<file path="src/cst_timing_regs.svh">
// Constants of the opcode decoder and state-timing sequencer.
// Assumes inclusion by bare name from the design modules cst_timing and cst_decode.
//
// Behaviour
// RULE_01: Opcode taken from word bits 15..8, two nibbles.
// RULE_02: Bit 7 selects between paired opcode alternatives.
// RULE_03: Push and pop decode as stack-pointer moves.
// RULE_04: Total states: sum of counts times costs.
// RULE_05: Fetch and on-chip byte access cost two.
// RULE_06: Branch read and stack cycle cost two.
// RULE_07: Peripheral byte access costs two or three.
// RULE_08: Indirect vector call: two fetch, one branch, one stack.
// RULE_09: Cycles run in order; next only when done.
`ifndef CST_TIMING_REGS_SVH
`define CST_TIMING_REGS_SVH

// ------------------------------------------------------------
// Per-cycle state costs
// ------------------------------------------------------------
`define CST_S_FETCH 2'h2
`define CST_S_BRANCH 2'h2
`define CST_S_STACK 2'h2
`define CST_S_MEM_BYTE 2'h2
`define CST_S_MEM_WORD 2'h2
`define CST_S_PERI_FAST 2'h2
`define CST_S_PERI_SLOW 2'h3
`define CST_S_INTERNAL 2'h1

// ------------------------------------------------------------
// Opcode positions (first byte)
// ------------------------------------------------------------
`define CST_OP_NOP 8'h00
`define CST_OP_SLEEP 8'h01
`define CST_OP_NOT_NEG 8'h17
`define CST_HI_BRANCH 4'h4
`define CST_OP_CALL_REG 8'h5d
`define CST_OP_CALL_ABS 8'h5e
`define CST_OP_CALL_VEC 8'h5f
`define CST_OP_MOVE_BIT 8'h67
`define CST_OP_STACK_MOVE 8'h6d
`define CST_OP_AND_BIT 8'h76
`define CST_OP_BIT_RD_REG 8'h7c
`define CST_OP_BIT_WR_REG 8'h7d
`define CST_OP_BIT_RD_ABS 8'h7e
`define CST_OP_BIT_WR_ABS 8'h7f

// ------------------------------------------------------------
// State divider default
// ------------------------------------------------------------
`define CST_STATE_DIV 4'h1

`endif

</file>
<file path="src/cst_timing_pkg.sv">
// Types shared by the decoder and the sequencer.
// Assumes the constants header sits beside it.
package cst_timing_pkg;

  // ----------------------------------------------------------
  // Cycle kinds in execution order
  // ----------------------------------------------------------
  typedef enum logic [2:0] {
    CST_K_FETCH = 3'h0,
    CST_K_BRANCH = 3'h1,
    CST_K_STACK = 3'h2,
    CST_K_BYTE = 3'h3,
    CST_K_WORD = 3'h4,
    CST_K_INTERNAL = 3'h5
  } cst_kind_t;

  // Cycle counts of one instruction, indexed by kind
  typedef struct packed {
    logic [2:0] internal;
    logic [2:0] word_acc;
    logic [2:0] byte_acc;
    logic [2:0] stack;
    logic [2:0] branch;
    logic [2:0] fetch;
  } cst_counts_t;

  typedef enum logic [2:0] {
    CST_C_OTHER = 3'h0,
    CST_C_DATA_MOVE = 3'h1,
    CST_C_SUB_CALL = 3'h2,
    CST_C_BIT_SET = 3'h3,
    CST_C_BRANCH = 3'h4,
    CST_C_BIT_OTHER = 3'h5
  } cst_class_t;

  // Decoder result
  typedef struct packed {
    cst_class_t op_class;
    logic alt_pos;
    logic alt_sel;
    cst_counts_t counts;
  } cst_decode_t;

  typedef enum logic [1:0] {
    CST_IDLE = 2'b01,
    CST_RUN = 2'b10
  } cst_state_t;

endpackage

</file>
<file path="src/cst_timing.sv">
// Instruction state-timing sequencer: decodes, costs and walks cycles.
// Assumes the word is held while i_instr_valid and the bus side
// reports whether data goes to a peripheral and whether it is slow.
`timescale 1ns/10ps
`include "cst_timing_regs.svh"

module cst_timing #(
  parameter logic [3:0] STATE_DIV = `CST_STATE_DIV
) (
  input wire logic i_clk,
  input wire logic i_reset_n,
  input wire logic i_instr_valid,
  input wire logic [15:0] i_instr_word,
  input wire logic i_data_periph,
  input wire logic i_periph_slow,
  output logic o_instr_ready,
  output logic o_done,
  output logic o_busy,
  output cst_timing_pkg::cst_kind_t o_cycle_kind,
  output cst_timing_pkg::cst_class_t o_op_class,
  output logic o_alt_sel,
  output logic [7:0] o_total_states
);

  logic rst_meta_n;
  logic rst_n;
  logic [3:0] div_cnt;
  logic state_tick;
  cst_timing_pkg::cst_state_t state;
  cst_timing_pkg::cst_decode_t dec;
  cst_timing_pkg::cst_counts_t counts;
  cst_timing_pkg::cst_kind_t kind;
  logic [1:0] byte_cost;
  logic [1:0] word_cost;
  logic [1:0] st_cnt;
  logic [2:0] cyc_cnt;
  logic accept;
  logic cycle_end;
  logic kind_end;
  logic [2:0] next_k;
  logic [7:0] elapsed;

  // ----------------------------------------------------------
  // Reset release through two flops
  // ----------------------------------------------------------
  always_ff @(posedge i_clk or negedge i_reset_n) begin
    if (!i_reset_n) begin
      rst_meta_n <= 1'b0;
      rst_n <= 1'b0;
    end else begin
      rst_meta_n <= 1'b1;
      rst_n <= rst_meta_n;
    end
  end

  // ----------------------------------------------------------
  // State divider: one tick per CPU state
  // ----------------------------------------------------------
  always_ff @(posedge i_clk or negedge rst_n) begin
    if (!rst_n) begin
      div_cnt <= 4'h0;
    end else if (div_cnt >= STATE_DIV - 4'h1) begin
      div_cnt <= 4'h0;
    end else begin
      div_cnt <= div_cnt + 4'h1;
    end
  end
  assign state_tick = (div_cnt >= STATE_DIV - 4'h1);

  cst_decode cst_decode_inst (
    .i_word(i_instr_word),
    .o_dec(dec)
  );

  // ----------------------------------------------------------
  // Helpers: count and cost per kind
  // ----------------------------------------------------------
  function automatic logic [2:0] count_of(input cst_timing_pkg::cst_counts_t c,
                                          input logic [2:0] k);
    count_of = c[k*3 +: 3];
  endfunction

  function automatic logic [1:0] cost_of(input logic [2:0] k, input logic [1:0] bc,
                                         input logic [1:0] wc);
    unique case (k)
      3'h0: cost_of = `CST_S_FETCH; // see RULE_05
      3'h1: cost_of = `CST_S_BRANCH; // see RULE_06
      3'h2: cost_of = `CST_S_STACK; // see RULE_06
      3'h3: cost_of = bc;
      3'h4: cost_of = wc;
      default: cost_of = `CST_S_INTERNAL;
    endcase
  endfunction

  // Location picks byte cost; slow peripherals need the extra state
  function automatic logic [1:0] loc_cost(input logic peri, input logic slow);
    if (!peri) begin
      loc_cost = `CST_S_MEM_BYTE; // see RULE_05
    end else if (slow) begin
      loc_cost = `CST_S_PERI_SLOW; // see RULE_07
    end else begin
      loc_cost = `CST_S_PERI_FAST; // see RULE_07
    end
  endfunction

  // Sum of count times cost over all six kinds
  function automatic logic [7:0] total_of(input cst_timing_pkg::cst_counts_t c,
                                          input logic [1:0] bc, input logic [1:0] wc);
    logic [7:0] acc;
    acc = 8'h0;
    for (int k = 0; k < 6; k++) begin
      // Widen both factors first so the product cannot wrap at three bits
      acc = acc + 8'(count_of(c, 3'(k))) * 8'(cost_of(3'(k), bc, wc)); // see RULE_04
    end
    total_of = acc;
  endfunction

  // First later kind with cycles; 6 marks the end
  always_comb begin
    next_k = 3'h6;
    for (int k = 5; k >= 0; k--) begin
      if (3'(k) > kind && count_of(counts, 3'(k)) != 3'h0) begin
        next_k = 3'(k);
      end
    end
  end

  assign o_instr_ready = (state == cst_timing_pkg::CST_IDLE);
  assign accept = o_instr_ready & i_instr_valid;
  assign cycle_end = (state == cst_timing_pkg::CST_RUN) & state_tick &
                     (st_cnt == cost_of(kind, byte_cost, word_cost) - 2'h1);
  assign kind_end = cycle_end & (cyc_cnt == count_of(counts, kind) - 3'h1);
  assign o_busy = (state == cst_timing_pkg::CST_RUN);
  assign o_cycle_kind = kind;

  // ----------------------------------------------------------
  // Control: idle until a word, run until last cycle ends
  // ----------------------------------------------------------
  always_ff @(posedge i_clk or negedge rst_n) begin
    if (!rst_n) begin
      state <= cst_timing_pkg::CST_IDLE;
    end else begin
      unique case (state)
        cst_timing_pkg::CST_IDLE: begin
          if (accept) begin
            state <= cst_timing_pkg::CST_RUN;
          end
        end
        cst_timing_pkg::CST_RUN: begin
          if (kind_end && next_k == 3'h6) begin
            state <= cst_timing_pkg::CST_IDLE; // see RULE_09
          end
        end
        default: state <= cst_timing_pkg::CST_IDLE;
      endcase
    end
  end

  // ----------------------------------------------------------
  // Walk: states within a cycle, cycles within a kind, kinds in order
  // ----------------------------------------------------------
  always_ff @(posedge i_clk or negedge rst_n) begin
    if (!rst_n) begin
      kind <= cst_timing_pkg::CST_K_FETCH;
      st_cnt <= 2'h0;
      cyc_cnt <= 3'h0;
    end else if (accept) begin
      kind <= cst_timing_pkg::CST_K_FETCH; // see RULE_09
      st_cnt <= 2'h0;
      cyc_cnt <= 3'h0;
    end else if (kind_end) begin
      if (next_k != 3'h6) begin
        kind <= cst_timing_pkg::cst_kind_t'(next_k); // see RULE_09
      end
      st_cnt <= 2'h0;
      cyc_cnt <= 3'h0;
    end else if (cycle_end) begin
      st_cnt <= 2'h0;
      cyc_cnt <= cyc_cnt + 3'h1;
    end else if (o_busy && state_tick) begin
      st_cnt <= st_cnt + 2'h1;
    end
  end

  // ----------------------------------------------------------
  // Latched decode and costs; location sampled once per instruction
  // ----------------------------------------------------------
  always_ff @(posedge i_clk or negedge rst_n) begin
    if (!rst_n) begin
      counts <= '0;
      byte_cost <= `CST_S_MEM_BYTE;
      word_cost <= `CST_S_MEM_WORD;
      o_op_class <= cst_timing_pkg::CST_C_OTHER;
      o_alt_sel <= 1'b0;
      o_total_states <= 8'h0;
    end else if (accept) begin
      counts <= dec.counts;
      byte_cost <= loc_cost(i_data_periph, i_periph_slow);
      word_cost <= i_data_periph ? loc_cost(1'b1, i_periph_slow) : `CST_S_MEM_WORD;
      o_op_class <= dec.op_class;
      o_alt_sel <= dec.alt_sel;
      o_total_states <= total_of(dec.counts, loc_cost(i_data_periph, i_periph_slow),
        i_data_periph ? loc_cost(1'b1, i_periph_slow) : `CST_S_MEM_WORD); // see RULE_04
    end
  end

  // Done pulse marks the end of the last cycle
  always_ff @(posedge i_clk or negedge rst_n) begin
    if (!rst_n) begin
      o_done <= 1'b0;
    end else begin
      o_done <= kind_end && next_k == 3'h6;
    end
  end

  // ----------------------------------------------------------
  // Checks
  // ----------------------------------------------------------
  always_ff @(posedge i_clk or negedge rst_n) begin
    if (!rst_n) begin
      elapsed <= 8'h0;
    end else if (accept) begin
      elapsed <= 8'h0;
    end else if (o_busy && state_tick) begin
      elapsed <= elapsed + 8'h1;
    end
  end

  property p_total_matches;
    @(posedge i_clk) disable iff (!rst_n)
      o_done |-> (elapsed == o_total_states);
  endproperty
  a_total_matches: assert property (p_total_matches) // see RULE_04
    else $error("elapsed states differ from total");

  property p_vector_call;
    @(posedge i_clk) disable iff (!rst_n)
      (i_instr_word[15:8] == `CST_OP_CALL_VEC) |->
      (dec.counts.fetch == 3'h2 && dec.counts.branch == 3'h1 &&
       dec.counts.stack == 3'h1 && dec.counts.byte_acc == 3'h0 &&
       dec.counts.word_acc == 3'h0 && dec.counts.internal == 3'h0);
  endproperty
  a_vector_call: assert property (p_vector_call) // see RULE_08
    else $error("vector call cycle counts wrong");

  property p_vector_total;
    @(posedge i_clk) disable iff (!rst_n)
      (accept && i_instr_word[15:8] == `CST_OP_CALL_VEC) |=> (o_total_states == 8'h8);
  endproperty
  a_vector_total: assert property (p_vector_total) // see RULE_06
    else $error("vector call not eight states");

  property p_bitset_mem;
    @(posedge i_clk) disable iff (!rst_n)
      (accept && i_instr_word[15:8] == `CST_OP_BIT_WR_ABS && !i_data_periph)
      |=> (o_total_states == 8'h8);
  endproperty
  a_bitset_mem: assert property (p_bitset_mem) // see RULE_05
    else $error("bit set in memory not eight states");

  property p_peri_slow;
    @(posedge i_clk) disable iff (!rst_n)
      (accept && i_instr_word[15:8] == `CST_OP_BIT_WR_ABS && i_data_periph && i_periph_slow)
      |=> (o_total_states == 8'ha);
  endproperty
  a_peri_slow: assert property (p_peri_slow) // see RULE_07
    else $error("slow peripheral byte cost not three");

  property p_alt_select;
    @(posedge i_clk) disable iff (!rst_n)
      accept |=> (o_alt_sel == ($past(dec.alt_pos) & $past(i_instr_word[7])));
  endproperty
  a_alt_select: assert property (p_alt_select) // see RULE_02
    else $error("alternative select not from bit seven");

  property p_push_is_move;
    @(posedge i_clk) disable iff (!rst_n)
      (i_instr_word[15:8] == `CST_OP_STACK_MOVE) |->
      (dec.op_class == cst_timing_pkg::CST_C_DATA_MOVE);
  endproperty
  a_push_is_move: assert property (p_push_is_move) // see RULE_03
    else $error("stack push or pop not decoded as move");

  property p_fetch_first;
    @(posedge i_clk) disable iff (!rst_n)
      accept |=> (o_busy && kind == cst_timing_pkg::CST_K_FETCH && !o_instr_ready);
  endproperty
  a_fetch_first: assert property (p_fetch_first) // see RULE_09
    else $error("instruction did not start with fetch");

  property p_kind_order;
    @(posedge i_clk) disable iff (!rst_n)
      (o_busy && !accept) |=> (kind >= $past(kind) || o_instr_ready);
  endproperty
  a_kind_order: assert property (p_kind_order) // see RULE_09
    else $error("cycle kinds out of order");

endmodule

</file>
<file path="src/cst_decode.sv">
// First-byte opcode decoder giving class and per-kind cycle counts.
// Assumes a held instruction word; purely combinational.
`timescale 1ns/10ps
`include "cst_timing_regs.svh"

module cst_decode (
  input wire logic [15:0] i_word,
  output cst_timing_pkg::cst_decode_t o_dec
);

  logic [3:0] op_hi;
  logic [3:0] op_lo;
  logic [7:0] op;

  // ----------------------------------------------------------
  // Opcode split
  // ----------------------------------------------------------
  assign op_hi = i_word[15:12]; // see RULE_01
  assign op_lo = i_word[11:8]; // see RULE_01
  assign op = {op_hi, op_lo};

  // Positions holding two instructions
  function automatic logic is_alt(input logic [7:0] code);
    is_alt = (code == `CST_OP_NOT_NEG) || (code == `CST_OP_MOVE_BIT) ||
             (code == `CST_OP_AND_BIT) || (code == `CST_OP_STACK_MOVE) ||
             (code[7:4] == 4'h7 && code[3:0] >= 4'h4 && code[3:0] <= 4'h7);
  endfunction

  // ----------------------------------------------------------
  // Class and cycle counts; unlisted codes are one-word register ops
  // ----------------------------------------------------------
  always_comb begin
    o_dec = '0;
    o_dec.counts.fetch = 3'h1;
    o_dec.op_class = cst_timing_pkg::CST_C_OTHER;
    o_dec.alt_pos = is_alt(op);
    o_dec.alt_sel = is_alt(op) & i_word[7]; // see RULE_02
    if (op_hi == `CST_HI_BRANCH) begin
      o_dec.op_class = cst_timing_pkg::CST_C_BRANCH;
      o_dec.counts.fetch = 3'h2;
    end else begin
      unique case (op)
        `CST_OP_CALL_VEC: begin
          o_dec.op_class = cst_timing_pkg::CST_C_SUB_CALL;
          o_dec.counts.fetch = 3'h2; // see RULE_08
          o_dec.counts.branch = 3'h1; // see RULE_08
          o_dec.counts.stack = 3'h1; // see RULE_08
        end
        `CST_OP_CALL_REG: begin
          o_dec.op_class = cst_timing_pkg::CST_C_SUB_CALL;
          o_dec.counts.fetch = 3'h2;
          o_dec.counts.stack = 3'h1;
        end
        `CST_OP_CALL_ABS: begin
          o_dec.op_class = cst_timing_pkg::CST_C_SUB_CALL;
          o_dec.counts.fetch = 3'h2;
          o_dec.counts.stack = 3'h1;
          o_dec.counts.internal = 3'h2;
        end
        // Push and pop have no code of their own: word move via stack pointer
        `CST_OP_STACK_MOVE: begin
          o_dec.op_class = cst_timing_pkg::CST_C_DATA_MOVE; // see RULE_03
          o_dec.counts.word_acc = 3'h1;
          o_dec.counts.internal = 3'h2;
        end
        `CST_OP_BIT_WR_REG, `CST_OP_BIT_WR_ABS: begin
          o_dec.op_class = cst_timing_pkg::CST_C_BIT_SET;
          o_dec.counts.fetch = 3'h2;
          o_dec.counts.byte_acc = 3'h2;
        end
        `CST_OP_BIT_RD_REG, `CST_OP_BIT_RD_ABS: begin
          o_dec.op_class = cst_timing_pkg::CST_C_BIT_OTHER;
          o_dec.counts.fetch = 3'h2;
          o_dec.counts.byte_acc = 3'h1;
        end
        default: begin
          if (op_hi == 4'h6 && op_lo >= 4'h8) begin
            o_dec.op_class = cst_timing_pkg::CST_C_DATA_MOVE; // see RULE_03
          end
        end
      endcase
    end
  end

endmodule

</file>
<file path="config.mk">
export PLATFORM = sky130hd
export DESIGN_NAME = cst_timing
export DESIGN_NICKNAME = d
export VERILOG_FILES = /design/src/cst_timing_pkg.sv /design/src/cst_timing.sv /design/src/cst_decode.sv
export VERILOG_INCLUDE_DIRS = /design/src /design/src/src
export SDC_FILE = /design/constraint.sdc
export NUM_CORES = 1
export LEC_CHECK = 0
export BUFFER_PORTS_ARGS = -buffer_cell sky130_fd_sc_hd__buf_2
export CORE_ASPECT_RATIO = 1.75
export CORE_UTILIZATION = 45
export CTS_BUF_LIST = sky130_fd_sc_hd__clkbuf_4 sky130_fd_sc_hd__clkbuf_8
export CTS_CLUSTER_DIAMETER = 30
export DETAILED_ROUTE_END_ITERATION = 12
export PLACE_DENSITY = 0.67
export SLEW_MARGIN = 20
export SYNTH_ARGS = -nofsm -noshare
export SYNTH_HDL_FRONTEND = slang
export SYNTH_SLANG_ARGS = --single-unit
</file>
<file path="constraint.sdc">
create_clock -name i_clk -period 1.41 [get_ports i_clk]
set_input_delay 0.0705 -clock i_clk [delete_from_list [all_inputs] [get_ports i_clk]]
set_output_delay 0.0705 -clock i_clk [all_outputs]
set_load 0.005 [all_outputs]
</file>
Word level (Yosys, flattened, before mapping). Index checks and enable logic that the tools add are counted.

$add $sub $neg: 10. Multiply operators: 7. Bitwise logic cells: 5. Multiplexer cells: 36. Reductions and logical operators: 35. Shift operators: 1. Equality and inequality tests: 26. Magnitude comparators: 10.

Operator list (number): $eq 8x7->1 const B (10); $mux 3 (13); $mul 3x2->5 (6); $mux 2 (12); $reduce_bool 3->1 (7); $shiftx 18x6->3 (1); $add 8x5->8 (2); $mux 14 (1); $eq 4x3->1 const B (3); $pmux 2 s2 (3); $pmux 3 s4 (1); $logic_and 1x1->1 (11); $add 7x5->8 (1); $eq 8x5->1 const B (1); $reduce_or 2->1 (4); $add 6x5->7 (1); $reduce_or 7->1 (1); $add 5x5->6 (1); $eq 3x2->1 const B (2); $eq 3x3->1 const B (2); $gt 1x3->1 const A (2); $gt 2x3->1 const A (2); $gt 3x3->1 const A (2); $reduce_or 3->1 (2); other kinds (25) (39).

Input port bits: 21. Output and inout port bits: 18. Flip-flop bits (word level): 49. Word-level logic and storage cells: 148.

Depth between registers and ports, before layout.
Depth after elaboration: 12. Gate-level depth with buffers: 16. Depth with buffers taken out: 16.

Modules after synthesis. A second synthesis with hierarchy kept.

Cell total of the unflattened synthesis: 317. Area, all modules: 3263.1 um2.

Modules (own cells, without submodules): cst_timing (sequential area each 1102.3 um2, area an instance 2946.6 um2, cells an instance 267, times used 1); cst_decode (sequential area each 0.0 um2, area an instance 316.6 um2, cells an instance 50, times used 1).

Worst setup path after synthesis. OpenSTA, ideal clock, no wires.

Path kind: in2reg. Start point: in i_instr_word[14]. End point: reg o_total_states[4]. Stages: 16. Data required time: 1.294 ns. Arrival time: 3.355 ns. Path slack: -2.062 ns. Library setup time: 0.116 ns. Path buffers: 0. Cell sequence: nor2b_1 -> and3_1 -> and2_1 -> nand3_1 -> nor2_1 -> ha_1 -> ha_1 -> inv_1 -> fa_1 -> fa_1 -> inv_1 -> fa_1 -> ha_1 -> fa_1 -> nand2_1 -> nand2_1.

Word-level cells in the longest chain between the ends: 10. Elaborated cells between the ends (all ways): 33. Those cells by class: add/sub: 5; mul: 6; eq/ne: 9; mux: 8; reduce/logical: 5.

Ends and longest elaborated chain: from (decl) (RTL line cst_timing.sv:13) `input wire logic [15:0] i_instr_word,`; $eq 8x7->1 (RTL line cst_decode.sv:42) `unique case (op)`; $reduce_or 7->1 (no source line); $mux 2 (RTL line cst_decode.sv:42); $mux 3 (RTL line cst_decode.sv:38) `` if (op_hi == `CST_HI_BRANCH) begin ``; $mul 3x2->5 (RTL line cst_timing.sv:113) `acc = acc + 8'(count_of(c, 3'(k))) * 8'(cost_of(3'(k), bc, wc));`; $add 5x5->6 (RTL line cst_timing.sv:113); $add 6x5->7 (RTL line cst_timing.sv:113); $add 7x5->8 (RTL line cst_timing.sv:113); $add 8x5->8 (RTL line cst_timing.sv:113); $add 8x5->8 (*) (RTL line cst_timing.sv:113); to (signal assigned) (RTL line cst_timing.sv:202) `o_total_states <= total_of(dec.counts, loc_cost(i_data_periph, i_periph_slow),`; to (decl) (RTL line cst_timing.sv:22) `output logic [7:0] o_total_states`.

Mark *: on every way between the ends. The rest lies on a longest branch, timed or not. A chain may end at the register's enable or synchronous reset.

Final worst setup path.
Start point: in i_instr_word[15]. End point: reg o_total_states[4].

Same word-level chain as after synthesis.

==> impl_metrics.ini <==
[status]
outcome = finished, violations left
violations = negative setup slack

[sta]
rsz0062_at_grt = yes
finalWorstSetupSlack_ns = -1.680
slew_headroom_pct = 57.47
setup_violations = 16
drv_slew = 0
tightestPinTransition_ns = 0.6312
post-route-period-util_pct = 219.2
fin_crit_ns = 3.090
finalSetupTns_ns = -14.14
clock_skew_ns = 0.008189
max_freq_mhz = 323.6
finalHoldViolCount = 0

[logic_synthesis]
syn_inst = 236
async_reset_ff_share_pct = 100.0
synth_top_area_share_pct = 36.09
yosysWarningCount = 0
synth-edff-count = 0
synth_cell_types = 55
synth.yosys.seq_area_share_pct = 37.31
syn_area_per_cell_um2 = 9.108
yosys.area.top_type = dfrtp_1
synth_seq_cells = 32
synth_flop_cell = dfrtp_1
synthTopCellsByArea = dfrtp_1 36%, ha_1 7.6%, nand2_1 6.3%
netlist_area_um2 = 2150

[routing]
dr_total_vias = 2063
vias_per_cell = 5.317
ant_nets = 0
drc = 0
wl_per_cell_um = 14.64
wl_um = 5680
drtPass1Iterations = 4
drt-initial-drc-count = 49

[die]
die_x_um = 54.25
io_pins = 39
fp.dieH_um = 93.43
dieArea_um2 = 5068
rows = 32
start_util_pct = 47.94
coreArea_um2 = 4484

[finish]
layout-drive-gt1-share_pct = 49.55
antennaDiodeCount = 0
finalNetCount = 375
register_area_um2 = 804.5
final_common_cell = buf_4
fill_cells = 342
multiInputGateArea_um2 = 1398
most-common-layout-cells = 62 x buf_4, 34 x nand2_1, 29 x dfrtp_1, 27 x buf_2, 15 x inv_1
area.growth.synth_to_final_pct = 50.64

[global_routing]
grt_pass1_vias = 2078
grt.total_usage_pct = 25.10
grt_max_degree = 31
grt_pass1_wl_um = 8921
antenna_found_initial = 0
overflow = 0

[pwr]
power_density_nw_per_um2 = 1166
p_leak_nw = 1.622
fin_total_pwr_mw = 3.777
peakVddDrop_v = 0.001215

[clock_network]
tritoncts = built
clk_latency_ns = 0.29
path_clk_slew_ns = 0.07
root_buffer = clkbuf_8
cts-htree-levels = 2
cts_buffers = 5
clockBufferDepth = 2
cts_sinks = 32

[setup_path]
start_kind = input pin
end_kind = flip-flop
crit_type = in2reg
path_max_fanout = 4
cp.required_ns = 1.64
crit_arrival_ns = 3.32

[placement]
hpwlAfterDp_um = 4111
place.gp.congestion = 0.9156
portBuffers = 29
pre_cts_ws_ns = -1.957

[hold_path]
min_path_type = in2async

[run]
maxCapViolCount = 0
## cells in the mapped netlist (3+ instances only)
master and number:
a21oi_1 14, and3_1 4, buf_6 4, clkbuf_1 5, dfrtp_1 31, fa_1 5, ha_1 13, inv_1 20
mux2i_1 3, nand2_1 36, nand2b_1 3, nand3_1 6, nand3b_1 4, nor2_1 14, nor2b_1 3, nor3_1 5
nor3b_1 3, o21ai_0 17, xnor2_1 4
## logic make-up (layout without fill, tap and decap cells)
group / after synthesis / count (layout) / share of synthesized area [%]
xor gates and xnor gates: 5 / 5 / 2.037
other: 2 / 3 / 0.3494
buffers and inverters: 33 / 133 / 8.207
DFF: 32 / 32 / 37.31
and+or+nand+nor: 91 / 91 / 22.24
muxes: 5 / 5 / 2.445
AOI/OAI and AO/OA: 50 / 50 / 15.19
adders and majority gates: 18 / 18 / 12.22
## final cells by class
type | instances | area share [%]
Clock buffer | 7 | 2.782
Clock inverter | 1 | 0.2318
Inverter | 21 | 2.589
Multi-Input combinational cell | 172 | 43.16
Sequential cell | 32 | 24.85
Tap cell | 51 | 1.971
Timing Repair Buffer | 104 | 24.42
## worst paths after layout
check                           slack (ns)           endpoint        startpoint  cells after the start
worst min register to register        0.29  o_total_states[3]             rst_n                      1
worst max-delay path                 -1.68  o_total_states[4]  i_instr_word[15]                     17
worst max register to register       -0.90         cyc_cnt[2]   o_cycle_kind[0]                     10
max in group asynchronous             0.80           state[0]             rst_n                      1
min in group i_clk                    0.12          o_alt_sel   i_instr_word[7]                      3
worst min-delay path                   0.1              rst_n         i_reset_n                      2
## power breakdown
part	internal, mW	total, mW	switching (mW)
logic	1.00	1.81	0.801
clock network	0.416	0.769	0.353
registers	1.08	1.20	0.126
total	2.50	3.78	1.28
## registers in the layout, summed over array words and instances, names as in the netlist
name            cells
counts              8
o_total_states      6
cyc_cnt             3
o_cycle_kind        3
o_op_class          3
st_cnt              2
state               2
o_alt_sel           1
o_done              1
rst_meta_n          1
rst_n               1
word_cost           1
## metrics by stage
| stage | utilization [%] | cell area, um2 | hold slack, ns | cells |
|---|---|---|---|---|
| finish | 72.21 | 3238 | 0.09754 | 388 |
| global placement | 61.58 | 2761 | -0.1441 | 366 |
| floorplan | - | 2187 | -0.2251 | 237 |
| global route | 72.21 | 3238 | 0.1190 | 388 |
| CTS | 69.31 | 3108 | 0.09078 | 385 |
| detailed placement | 61.58 | 2761 | -0.1351 | 366 |
## worst max-delay path, cell delays in order
cell and delay (ns):
buf_6 0.10, nor2b_4 0.10, and3_4 0.19, and2_4 0.16, nand3_2 0.08, nor2_1 0.10, ha_1 0.24, ha_2 0.17
inv_2 0.05, fa_1 0.42, fa_2 0.35, inv_2 0.06, fa_1 0.41, ha_2 0.20, fa_2 0.52, nand2_1 0.05
nand2_1 0.06
## metal layers
metal	global-route usage (%)	wire length (um)	up-vias
met5	0	0	-
met4	15.38	194	0
met3	5.203	138	18
met2	45.02	3330	39
met1	24.19	2017	1001
li1	-	-	1005
## timing repair
item / CTS / global route
gates cloned: 0 / 1
gates resized for setup: 33 / 25
pin swaps: 12 / 16
buffers inserted: 11 / 7
hold buffers: 1 / 0
hold endpoints to repair: 2 / 0
setup endpoints to repair: 22 / 31
Power figures use the tool's default switching activity.
